$ cat config.mk
export PLATFORM = sky130hd
export DESIGN_NAME = range_status_byte_encoder
export DESIGN_NICKNAME = d
export VERILOG_FILES = /design/src/range_frame_pkg.sv /design/src/range_status_byte_encoder.sv
export SDC_FILE = /design/constraint.sdc
export NUM_CORES = 1
export LEC_CHECK = 0
export BUFFER_PORTS_ARGS = -buffer_cell sky130_fd_sc_hd__clkbuf_2
export CAP_MARGIN = 20
export CORE_MARGIN = 2
export CORE_UTILIZATION = 52
export CTS_CLUSTER_SIZE = 8
export DETAILED_ROUTE_END_ITERATION = 8
export GPL_TIMING_DRIVEN = 0
export PLACE_DENSITY = 0.8
export SLEW_MARGIN = 0
export SYNTH_ARGS = -nofsm -noshare
export SYNTH_HDL_FRONTEND = slang
export SYNTH_SLANG_ARGS = --single-unit
$ cat constraint.sdc
create_clock -name i_clock -period 2 [get_ports i_clock]
set_input_delay 0.2 -clock i_clock [delete_from_list [all_inputs] [get_ports i_clock]]
set_output_delay 0.2 -clock i_clock [all_outputs]
set_load 0.01 [all_outputs]
$ cat src/range_frame_pkg.sv
// Constants for the range finder measurement frame encoder.
// Assumes one 40 MHz clock; no bus, every control bit is a plain port.
// How it works
// - Table layout puts quality in bits 2:0, status in 5:3, critical temp in 6, over temp in 7.
// - The over temperature flag is one while the temperature is above 50 degC, else zero.
// - Every quality score from 0 to 100 is reduced to a three bit code from 0 to 6.
// - Scores map in buckets 0-25, 25-50, 50-60, 60-70, 70-80, 80-90, 90-100 onto codes 0 to 6.
// - Status codes are 0 no error, 1 below minimum, 2 out of range, 3 ambient high, 4 invalid.
// - When no distance can be measured the two distance bytes are 0x00 then 0x01.
// - A target closer than the minimum range reports distance 0x0000.
// - A target beyond the maximum range reports distance 0xFFFF.
// - Out of range, high ambient light and invalid readings report distance 0x0001.
// - A below minimum reading with very poor quality may be turned into an invalid reading.
// - Each frame is five bytes: header 0x54, distance high, distance low, status, checksum.
package range_frame_pkg;

  // Frame constants
  localparam logic [7:0]  FRAME_HEADER    = 8'h54;
  localparam int          FRAME_BYTES     = 5;
  localparam logic [7:0]  CRC_INIT        = 8'h00;

  // Distance replacement codes
  localparam logic [15:0] DIST_BELOW_MIN  = 16'h0000;
  localparam logic [15:0] DIST_BEYOND_MAX = 16'hFFFF;
  localparam logic [15:0] DIST_ERROR      = 16'h0001;

  // Temperature thresholds in degC
  localparam logic signed [7:0] OVER_TEMP_C     = 8'sh32;  // 50
  localparam logic signed [7:0] CRITICAL_TEMP_C = 8'sh3C;  // 60

  // Quality bucket lower bounds, score in percent
  localparam logic [6:0]  QF_B1 = 7'h19;  // 25
  localparam logic [6:0]  QF_B2 = 7'h32;  // 50
  localparam logic [6:0]  QF_B3 = 7'h3C;  // 60
  localparam logic [6:0]  QF_B4 = 7'h46;  // 70
  localparam logic [6:0]  QF_B5 = 7'h50;  // 80
  localparam logic [6:0]  QF_B6 = 7'h5A;  // 90

  // Status byte field positions, table layout
  localparam int TBL_QF_LSB   = 0;
  localparam int TBL_ST_LSB   = 3;
  localparam int TBL_CRIT_BIT = 6;
  localparam int TBL_OVER_BIT = 7;
  // Status byte field positions, host decoder layout
  localparam int HST_QF_LSB   = 5;
  localparam int HST_ST_LSB   = 2;
  localparam int HST_CRIT_BIT = 1;
  localparam int HST_OVER_BIT = 0;

  // Measurement status codes
  typedef enum logic [2:0] {
    ST_OK         = 3'h0,
    ST_BELOW_MIN  = 3'h1,
    ST_OUT_RANGE  = 3'h2,
    ST_AMBIENT    = 3'h3,
    ST_INVALID    = 3'h4
  } meas_status_type;

  // Frame sender states
  typedef enum logic [2:0] {
    S_IDLE    = 3'b000,
    S_HEADER  = 3'b001,
    S_DIST_HI = 3'b010,
    S_DIST_LO = 3'b011,
    S_STATUS  = 3'b100,
    S_CRC     = 3'b101
  } frame_state_type;

endpackage

$ cat src/range_status_byte_encoder.sv
// Measurement frame encoder: status byte, distance error codes, five byte frame.
// Assumes the byte sink (the UART transmitter) takes a byte when valid and ready meet.
// Checksum polynomial is a parameter; the host must be built for the same one.
`timescale 1ns/10ps
module range_status_byte_encoder #(
  parameter logic [7:0] CRC_POLY = 8'h07
) (
  // Clock and reset
  input  wire logic        i_clock,
  input  wire logic        i_rstn,
  // Measurement input
  input  wire logic        i_meas_valid,
  output logic             o_meas_ready,
  input  wire logic [15:0] i_distance_mm,
  input  wire logic [6:0]  i_quality_score,
  input  wire logic [2:0]  i_meas_status,
  input  wire logic        i_beyond_max,
  input  wire logic        i_no_distance,
  input  wire logic signed [7:0] i_temperature_c,
  // Configuration
  input  wire logic        i_host_layout,
  input  wire logic        i_poor_reclass_en,
  // Byte stream toward the UART
  output logic             o_byte_valid,
  input  wire logic        i_byte_ready,
  output logic [7:0]       o_byte,
  // Last encoded frame contents
  output logic [7:0]       o_status_byte,
  output logic [15:0]      o_distance_word
);

  range_frame_pkg::frame_state_type state_q;
  range_frame_pkg::frame_state_type state_d;
  logic [7:0]  byte_q;
  logic [7:0]  byte_d;
  logic [7:0]  crc_q;
  logic [7:0]  status_q;
  logic [15:0] dist_q;
  logic [2:0]  qf_code;
  logic [2:0]  st_code;
  logic [15:0] dist_code;
  logic        over_temp;
  logic        crit_temp;
  logic [7:0]  status_byte;
  logic        take_meas;
  logic        byte_taken;
  logic [7:0]  crc_after;

  // One byte step of the frame checksum, MSB first
  function automatic logic [7:0] crc_step(input logic [7:0] crc, input logic [7:0] data);
    logic [7:0] c;
    c = crc ^ data;
    for (int i = 0; i < 8; i++) begin
      if (c[7]) begin
        c = {c[6:0], 1'b0} ^ CRC_POLY;
      end else begin
        c = {c[6:0], 1'b0};
      end
    end
    return c;
  endfunction

  // Bucket bounds as one table so the comparators can be generated
  localparam logic [6:0] QF_BOUND [6] = '{range_frame_pkg::QF_B1, range_frame_pkg::QF_B2,
                                          range_frame_pkg::QF_B3, range_frame_pkg::QF_B4,
                                          range_frame_pkg::QF_B5, range_frame_pkg::QF_B6};
  logic [5:0] qf_above;

  // One comparator per bound; a score on a bound goes to the upper bucket
  for (genvar b = 0; b < 6; b++) begin : g_qf_bound
    assign qf_above[b] = (i_quality_score >= QF_BOUND[b]);
  end

  // Thermometer to bucket code; scores above 100 clamp to best
  always_comb begin
    case (qf_above)
      6'h00: begin
        qf_code = 3'h0;
      end
      6'h01: begin
        qf_code = 3'h1;
      end
      6'h03: begin
        qf_code = 3'h2;
      end
      6'h07: begin
        qf_code = 3'h3;
      end
      6'h0F: begin
        qf_code = 3'h4;
      end
      6'h1F: begin
        qf_code = 3'h5;
      end
      6'h3F: begin
        qf_code = 3'h6;
      end
      default: begin
        qf_code = 3'h0; // Bounds are ascending, so no other pattern occurs
      end
    endcase
  end

  // Status code; undefined codes fold into invalid so the field stays 0 to 4
  always_comb begin
    if (i_no_distance) begin
      st_code = range_frame_pkg::ST_INVALID;
    end else if (i_meas_status > range_frame_pkg::ST_INVALID) begin
      st_code = range_frame_pkg::ST_INVALID;
    end else if (i_poor_reclass_en && qf_code == 3'h0 &&
                 i_meas_status == range_frame_pkg::ST_BELOW_MIN) begin
      st_code = range_frame_pkg::ST_INVALID;
    end else begin
      st_code = i_meas_status;
    end
  end

  // Distance field, replaced by fixed codes on any error
  always_comb begin
    case (st_code)
      range_frame_pkg::ST_OK: begin
        dist_code = i_distance_mm;
      end
      range_frame_pkg::ST_BELOW_MIN: begin
        dist_code = range_frame_pkg::DIST_BELOW_MIN;
      end
      range_frame_pkg::ST_OUT_RANGE: begin
        // Beyond max is a distinct case from a generic out-of-range failure
        if (i_beyond_max) begin
          dist_code = range_frame_pkg::DIST_BEYOND_MAX;
        end else begin
          dist_code = range_frame_pkg::DIST_ERROR;
        end
      end
      range_frame_pkg::ST_AMBIENT: begin
        dist_code = range_frame_pkg::DIST_ERROR;
      end
      range_frame_pkg::ST_INVALID: begin
        dist_code = range_frame_pkg::DIST_ERROR;
      end
      default: begin
        dist_code = range_frame_pkg::DIST_ERROR;
      end
    endcase
  end

  // Temperature flags, strict greater-than
  assign over_temp = (i_temperature_c > range_frame_pkg::OVER_TEMP_C);
  assign crit_temp = (i_temperature_c > range_frame_pkg::CRITICAL_TEMP_C);

  // Status byte packing; host layout matches the shipped decoder masks
  always_comb begin
    status_byte = 8'h00;
    if (i_host_layout) begin
      status_byte[range_frame_pkg::HST_QF_LSB +: 3] = qf_code;
      status_byte[range_frame_pkg::HST_ST_LSB +: 3] = st_code;
      status_byte[range_frame_pkg::HST_CRIT_BIT]    = crit_temp;
      status_byte[range_frame_pkg::HST_OVER_BIT]    = over_temp;
    end else begin
      status_byte[range_frame_pkg::TBL_QF_LSB +: 3] = qf_code;
      status_byte[range_frame_pkg::TBL_ST_LSB +: 3] = st_code;
      status_byte[range_frame_pkg::TBL_CRIT_BIT]    = crit_temp;
      status_byte[range_frame_pkg::TBL_OVER_BIT]    = over_temp;
    end
  end

  // Measurement handshake; a new measurement waits until the previous frame is gone
  assign o_meas_ready = (state_q == range_frame_pkg::S_IDLE);
  assign take_meas    = i_meas_valid && o_meas_ready;

  // Byte handshake and checksum of the byte on offer
  assign o_byte_valid = (state_q != range_frame_pkg::S_IDLE);
  assign byte_taken   = o_byte_valid && i_byte_ready;
  assign o_byte       = byte_q;
  assign crc_after    = crc_step(crc_q, byte_q);

  // Next state of the frame sender; each byte step waits for the sink
  always_comb begin
    state_d = state_q;
    case (state_q)
      range_frame_pkg::S_IDLE: begin
        if (take_meas) begin
          state_d = range_frame_pkg::S_HEADER;
        end
      end
      range_frame_pkg::S_HEADER: begin
        if (byte_taken) begin
          state_d = range_frame_pkg::S_DIST_HI;
        end
      end
      range_frame_pkg::S_DIST_HI: begin
        if (byte_taken) begin
          state_d = range_frame_pkg::S_DIST_LO;
        end
      end
      range_frame_pkg::S_DIST_LO: begin
        if (byte_taken) begin
          state_d = range_frame_pkg::S_STATUS;
        end
      end
      range_frame_pkg::S_STATUS: begin
        if (byte_taken) begin
          state_d = range_frame_pkg::S_CRC;
        end
      end
      range_frame_pkg::S_CRC: begin
        if (byte_taken) begin
          state_d = range_frame_pkg::S_IDLE;
        end
      end
      default: begin
        state_d = range_frame_pkg::S_IDLE;
      end
    endcase
  end

  // Next frame byte, loaded with the header at acceptance, then as each byte on offer is taken
  always_comb begin
    byte_d = byte_q;
    case (state_q)
      range_frame_pkg::S_IDLE: begin
        if (take_meas) begin
          byte_d = range_frame_pkg::FRAME_HEADER;
        end
      end
      range_frame_pkg::S_HEADER: begin
        if (byte_taken) begin
          byte_d = dist_q[15:8];
        end
      end
      range_frame_pkg::S_DIST_HI: begin
        if (byte_taken) begin
          byte_d = dist_q[7:0];
        end
      end
      range_frame_pkg::S_DIST_LO: begin
        if (byte_taken) begin
          byte_d = status_q;
        end
      end
      range_frame_pkg::S_STATUS: begin
        if (byte_taken) begin
          byte_d = crc_after;
        end
      end
      range_frame_pkg::S_CRC: begin
        if (byte_taken) begin
          byte_d = 8'h00; // Idle output returns to its reset value
        end
      end
      default: begin
        byte_d = byte_q;
      end
    endcase
  end

  // Sender state
  always_ff @(posedge i_clock or negedge i_rstn) begin
    if (!i_rstn) begin
      state_q <= range_frame_pkg::S_IDLE;
    end else begin
      state_q <= state_d;
    end
  end

  // Byte on offer; held unchanged while the sink stalls
  always_ff @(posedge i_clock or negedge i_rstn) begin
    if (!i_rstn) begin
      byte_q <= 8'h00;
    end else begin
      byte_q <= byte_d;
    end
  end

  // Checksum over the first four bytes, restarted with each frame
  always_ff @(posedge i_clock or negedge i_rstn) begin
    if (!i_rstn) begin
      crc_q <= range_frame_pkg::CRC_INIT;
    end else if (take_meas) begin
      crc_q <= range_frame_pkg::CRC_INIT;
    end else if (byte_taken && state_q != range_frame_pkg::S_CRC) begin
      crc_q <= crc_after;
    end
  end

  // Status byte latched at acceptance so later input changes cannot tear a frame
  always_ff @(posedge i_clock or negedge i_rstn) begin
    if (!i_rstn) begin
      status_q <= 8'h00;
    end else if (take_meas) begin
      status_q <= status_byte;
    end
  end

  // Distance word latched on the same edge
  always_ff @(posedge i_clock or negedge i_rstn) begin
    if (!i_rstn) begin
      dist_q <= 16'h0000;
    end else if (take_meas) begin
      dist_q <= dist_code;
    end
  end

  // Last encoded frame contents, straight from the frame registers
  assign o_status_byte   = status_q;
  assign o_distance_word = dist_q;

endmodule

==> insert_results.sql <==
INSERT INTO impl_metrics (metric_group, metric, value, unit) VALUES
('die', 'io-pin-count', '76', ''),
('clocking', 'post-cts-setup-buffer-count', '0', ''),
('die', 'core_region_area', '4720', 'sq um'),
('sta', 'hold_violations', '0', ''),
('power_and_ir_drop', 'leakagePower', '1.42', 'nW'),
('synth', 'avgSynthCellArea', '9.30', 'sq um'),
('route', 'ant_nets', '0', ''),
('clocking', 'clock_tree.root_cell', 'clkbuf_8', ''),
('synth', 'synth_sequential_area_ratio', '0.424', ''),
('flow_run', 'drv_cap', '0', ''),
('sta', 'clock.fmax', '0.541', 'GHz'),
('placed_design', 'port-buffer-count', '73', ''),
('sta', 'worst_hold_slack', '0.167', 'ns'),
('sta', 'period_minus_slack', '1.85', 'ns'),
('synth', 'synth-edff-count', '0', ''),
('route', 'dr.first_iter.drc_count', '227', ''),
('clocking', 'later_pin_clock_latency_in_the_skew_report', '0.31', 'ns'),
('sta', 'clock-skew-final', '0.0120', 'ns'),
('power_and_ir_drop', 'pwr_density_cell', '1530', 'nW/um^2'),
('power_and_ir_drop', 'design_power_total', '0.00479', 'W'),
('worst_setup_path', 'worst-path-max-fanout', '10', ''),
('synth', 'yosysWarnings', '0', ''),
('clocking', 'path_clk_slew', '0.09', 'ns'),
('global_routing', 'grt_pass1_vias', '2223', ''),
('worst_setup_path', 'worst_ep_arrival_time', '2.01', 'ns'),
('run_status', 'run_status', 'completed', ''),
('placed_design', 'gp_routability_congestion', '0.898', ''),
('synth', 'synth-main-ff-cell', 'dfrtp_1', ''),
('clocking', 'cts-buffers-inserted', '5', ''),
('sta', 'min_period_over_period', '0.925', ''),
('sta', 'tns', '0', 'ns'),
('synth', 'yosysTopAreaCell', 'dfrtp_1', ''),
('finish', 'postLayoutCellArea', '3140', 'sq um'),
('sta', 'finalSetupViolCount', '0', ''),
('route', 'total_wire_length_after_detailed_routing', '6.49', 'mm'),
('synth', 'synth_largest_type_area_fraction', '0.424', ''),
('worst_setup_path', 'crit_path_top_delay_cell', 'or3_4', ''),
('worst_setup_path', 'max_stage_delay', '0.38', 'ns'),
('global_routing', 'grt_start_max_net_pins', '44', ''),
('die', 'floorplan.rows', '25', ''),
('finish', 'final_util', '0.665', ''),
('synth', 'postSynthRegisterBits', '43', ''),
('global_routing', 'grt_pass1_wl', '10.7', 'mm'),
('die', 'floorplan.initialDensity', '0.537', ''),
('synth', 'synthMostInstantiatedCell', 'dfrtp_1', ''),
('finish', 'fin_nets', '397', ''),
('route', 'via_count', '2434', ''),
('die', 'die_area', '5460', 'sq um'),
('worst_setup_path', 'cp-start-kind', 'flip-flop', ''),
('finish', 'drive_above_1_share', '0.309', ''),
('worst_setup_path', 'worstPathRequired', '2.17', 'ns'),
('die', 'chipHeight', '73.9', 'um'),
('power_and_ir_drop', 'irDropWorstVdd', '0.793', 'mV'),
('placed_design', 'place_hpwl', '4.94', 'mm'),
('global_routing', 'grt_antenna_before_repair', '0', ''),
('global_routing', 'grtUsageTotal', '0.259', ''),
('synth', 'yosys-top-cells-count', 'dfrtp_1, o21ai_0, a21oi_1, nand2_1, xnor2_1', ''),
('sta', 'slew_headroom', '0.352', ''),
('synth', 'synth.top_cells.by_area', 'dfrtp_1, o21ai_0, xnor2_1', ''),
('synth', 'ys_async_sr_fraction', '1.00', ''),
('clocking', 'tritoncts', 'built', ''),
('clocking', 'cts_htree_levels', '2', ''),
('sta', 'unrepaired_setup_endpoints_after_global_routing', 'false', ''),
('placed_design', 'post_dp_cell_area', '2990', 'sq um'),
('route', 'route.detailed.wl_per_inst', '15.3', 'um'),
('clocking', 'ctsLongestPathBuffers', '2', ''),
('worst_setup_path', 'timing.setup.critical_path_class', 'flip-flop to flip-flop', ''),
('finish', 'number_of_diodes_added_for_antenna_fixing', '0', ''),
('synth', 'ys_types', '54', ''),
('die', 'die-width', '73.9', 'um'),
('clocking', 'clock_sinks', '43', ''),
('worst_setup_path', 'end_kind', 'flip-flop', ''),
('sta', 'slew_violations', '0', ''),
('finish', 'layout-area-overhead-vs-synth', '23.7', '%'),
('route', 'firstDrtPassIters', '5', ''),
('synth', 'syn-instance-count', '273', ''),
('route', 'drc', '0', ''),
('sta', 'tightest_slew', '0.963', 'ns'),
('worst_hold_path', 'min-delay-path-class', 'primary input to flip-flop', ''),
('synth', 'synth_nets', '315', ''),
('route', 'drt-vias-per-instance', '5.75', ''),
('synth', 'synth_area', '2540', 'sq um'),
('worst_setup_path', 'worstPathCellList', 'buf_4 > or3_4 > inv_2 > nand2_1 > clkbuf_1 > nand3_1 > o21ai_0', ''),
('global_routing', 'globalRoute.totalOverflow', '0', '');
-- cell usage in the layout, fill, tap and decap left out, types with 2 or more instances in the layout --
master and n:
a2111oi_0 2, a211o_2 2, a21oi_1 27, a22o_1 5, a22oi_1 7, a31oi_1 4
and2_1 2, buf_6 3, clkbuf_1 11, clkbuf_2 76, clkbuf_8 5, dfrtp_1 43
inv_1 8, mux2_2 10, nand2_1 25, nand2b_1 2, nand3_1 7, nor2_1 8
nor3_1 5, o211a_1 2, o211ai_1 3, o21ai_0 28, o21ai_1 2, o22ai_1 11
o31ai_1 2, xnor2_1 16, xor2_1 6
-- per-layer routing --
metal | track usage | vias to the layer above | wire length (um)
li1 | - | 1177 | -
met1 | 0.380 | 1160 | 2880
met2 | 0.396 | 89 | 3090
met3 | 0.0494 | 8 | 435
met4 | 0.0646 | 0 | 81
met5 | 0 | - | 0
-- per-stage QoR --
step | std cells | worst slack, ns
2_1_floorplan | 273 | 0.211
3_3_place_gp | 413 | 0.0476
3_5_place_dp | 413 | -0.000111
4_1_cts | 421 | 0.0241
5_1_grt | 423 | 0.0157
6_report | 423 | 0.150
-- logic make-up (layout without fill, tap and decap cells) --
kind of cell,after synthesis,count (layout),synth area share
DFF,43,43,0.424
AOI/OAI and AO/OA,109,109,0.277
muxes,12,12,0.0542
xor gates and xnor gates,23,23,0.0853
and+or+nand+nor,59,59,0.113
buffers and inverters,27,110,0.0463
-- power by group --
group | total [W] | leakage [nW] | internal [W] | switching [W]
Sequential | 0.00141 | 0.561 | 0.00117 | 0.000239
Combinational | 0.00284 | 0.818 | 0.00128 | 0.00156
Clock | 0.000543 | 0.0412 | 0.000244 | 0.000299
-- path summary, 6_finish.rpt --
kind / startpoint / to / slack [ns] / depth (start not counted)
max in group asynchronous: i_rstn / o_distance_word[14]$_DFFE_PN0P_ / 1.06 / 3
min: i_distance_mm[4] / o_distance_word[4]$_DFFE_PN0P_ / 0.17 / 3
min reg2reg: o_distance_word[4]$_DFFE_PN0P_ / o_distance_word[4]$_DFFE_PN0P_ / 0.52 / 2
min in group asynchronous: i_rstn / o_byte[7]$_DFFE_PN0P_ / 0.42 / 2
max reg2reg: state_q[0]$_DFFE_PN0P_ / crc_q[6]$_DFFE_PN0P_ / 0.15 / 7
max: state_q[0]$_DFFE_PN0P_ / crc_q[6]$_DFFE_PN0P_ / 0.15 / 7
-- area by class of cell --
cell class                      count  area, sq um
Fill cell                         410         1580
Multi-Input combinational cell    203         1360
Sequential cell                    43         1080
Timing Repair Buffer               75          403
Buffer                             18         97.6
Tap cell                           67         83.8
Clock buffer                        6         72.6
Inverter                            9         33.8
Clock inverter                      2         12.5
-- flip-flops by register name, indices dropped and copies added (netlist names) --
signal / cells
state_q: 3
o_distance_word: 16
o_status_byte: 8
crc_q: 8
o_byte: 8
-- critical path: cells and delay by family (launching register included) --
family	cells	cell delay [ns]
compound gates	1	0.11
buf+inv	3	0.54
flops	1	0.37
simple gates	3	0.68
-- repair_timing --
item,CTS,global route
hold buffers,0,1
pin swaps,0,0
resized for setup,1,12
endpoints found under the setup margin,6,22
hold endpoints to repair,0,20
Power figures use the tool's default switching activity.
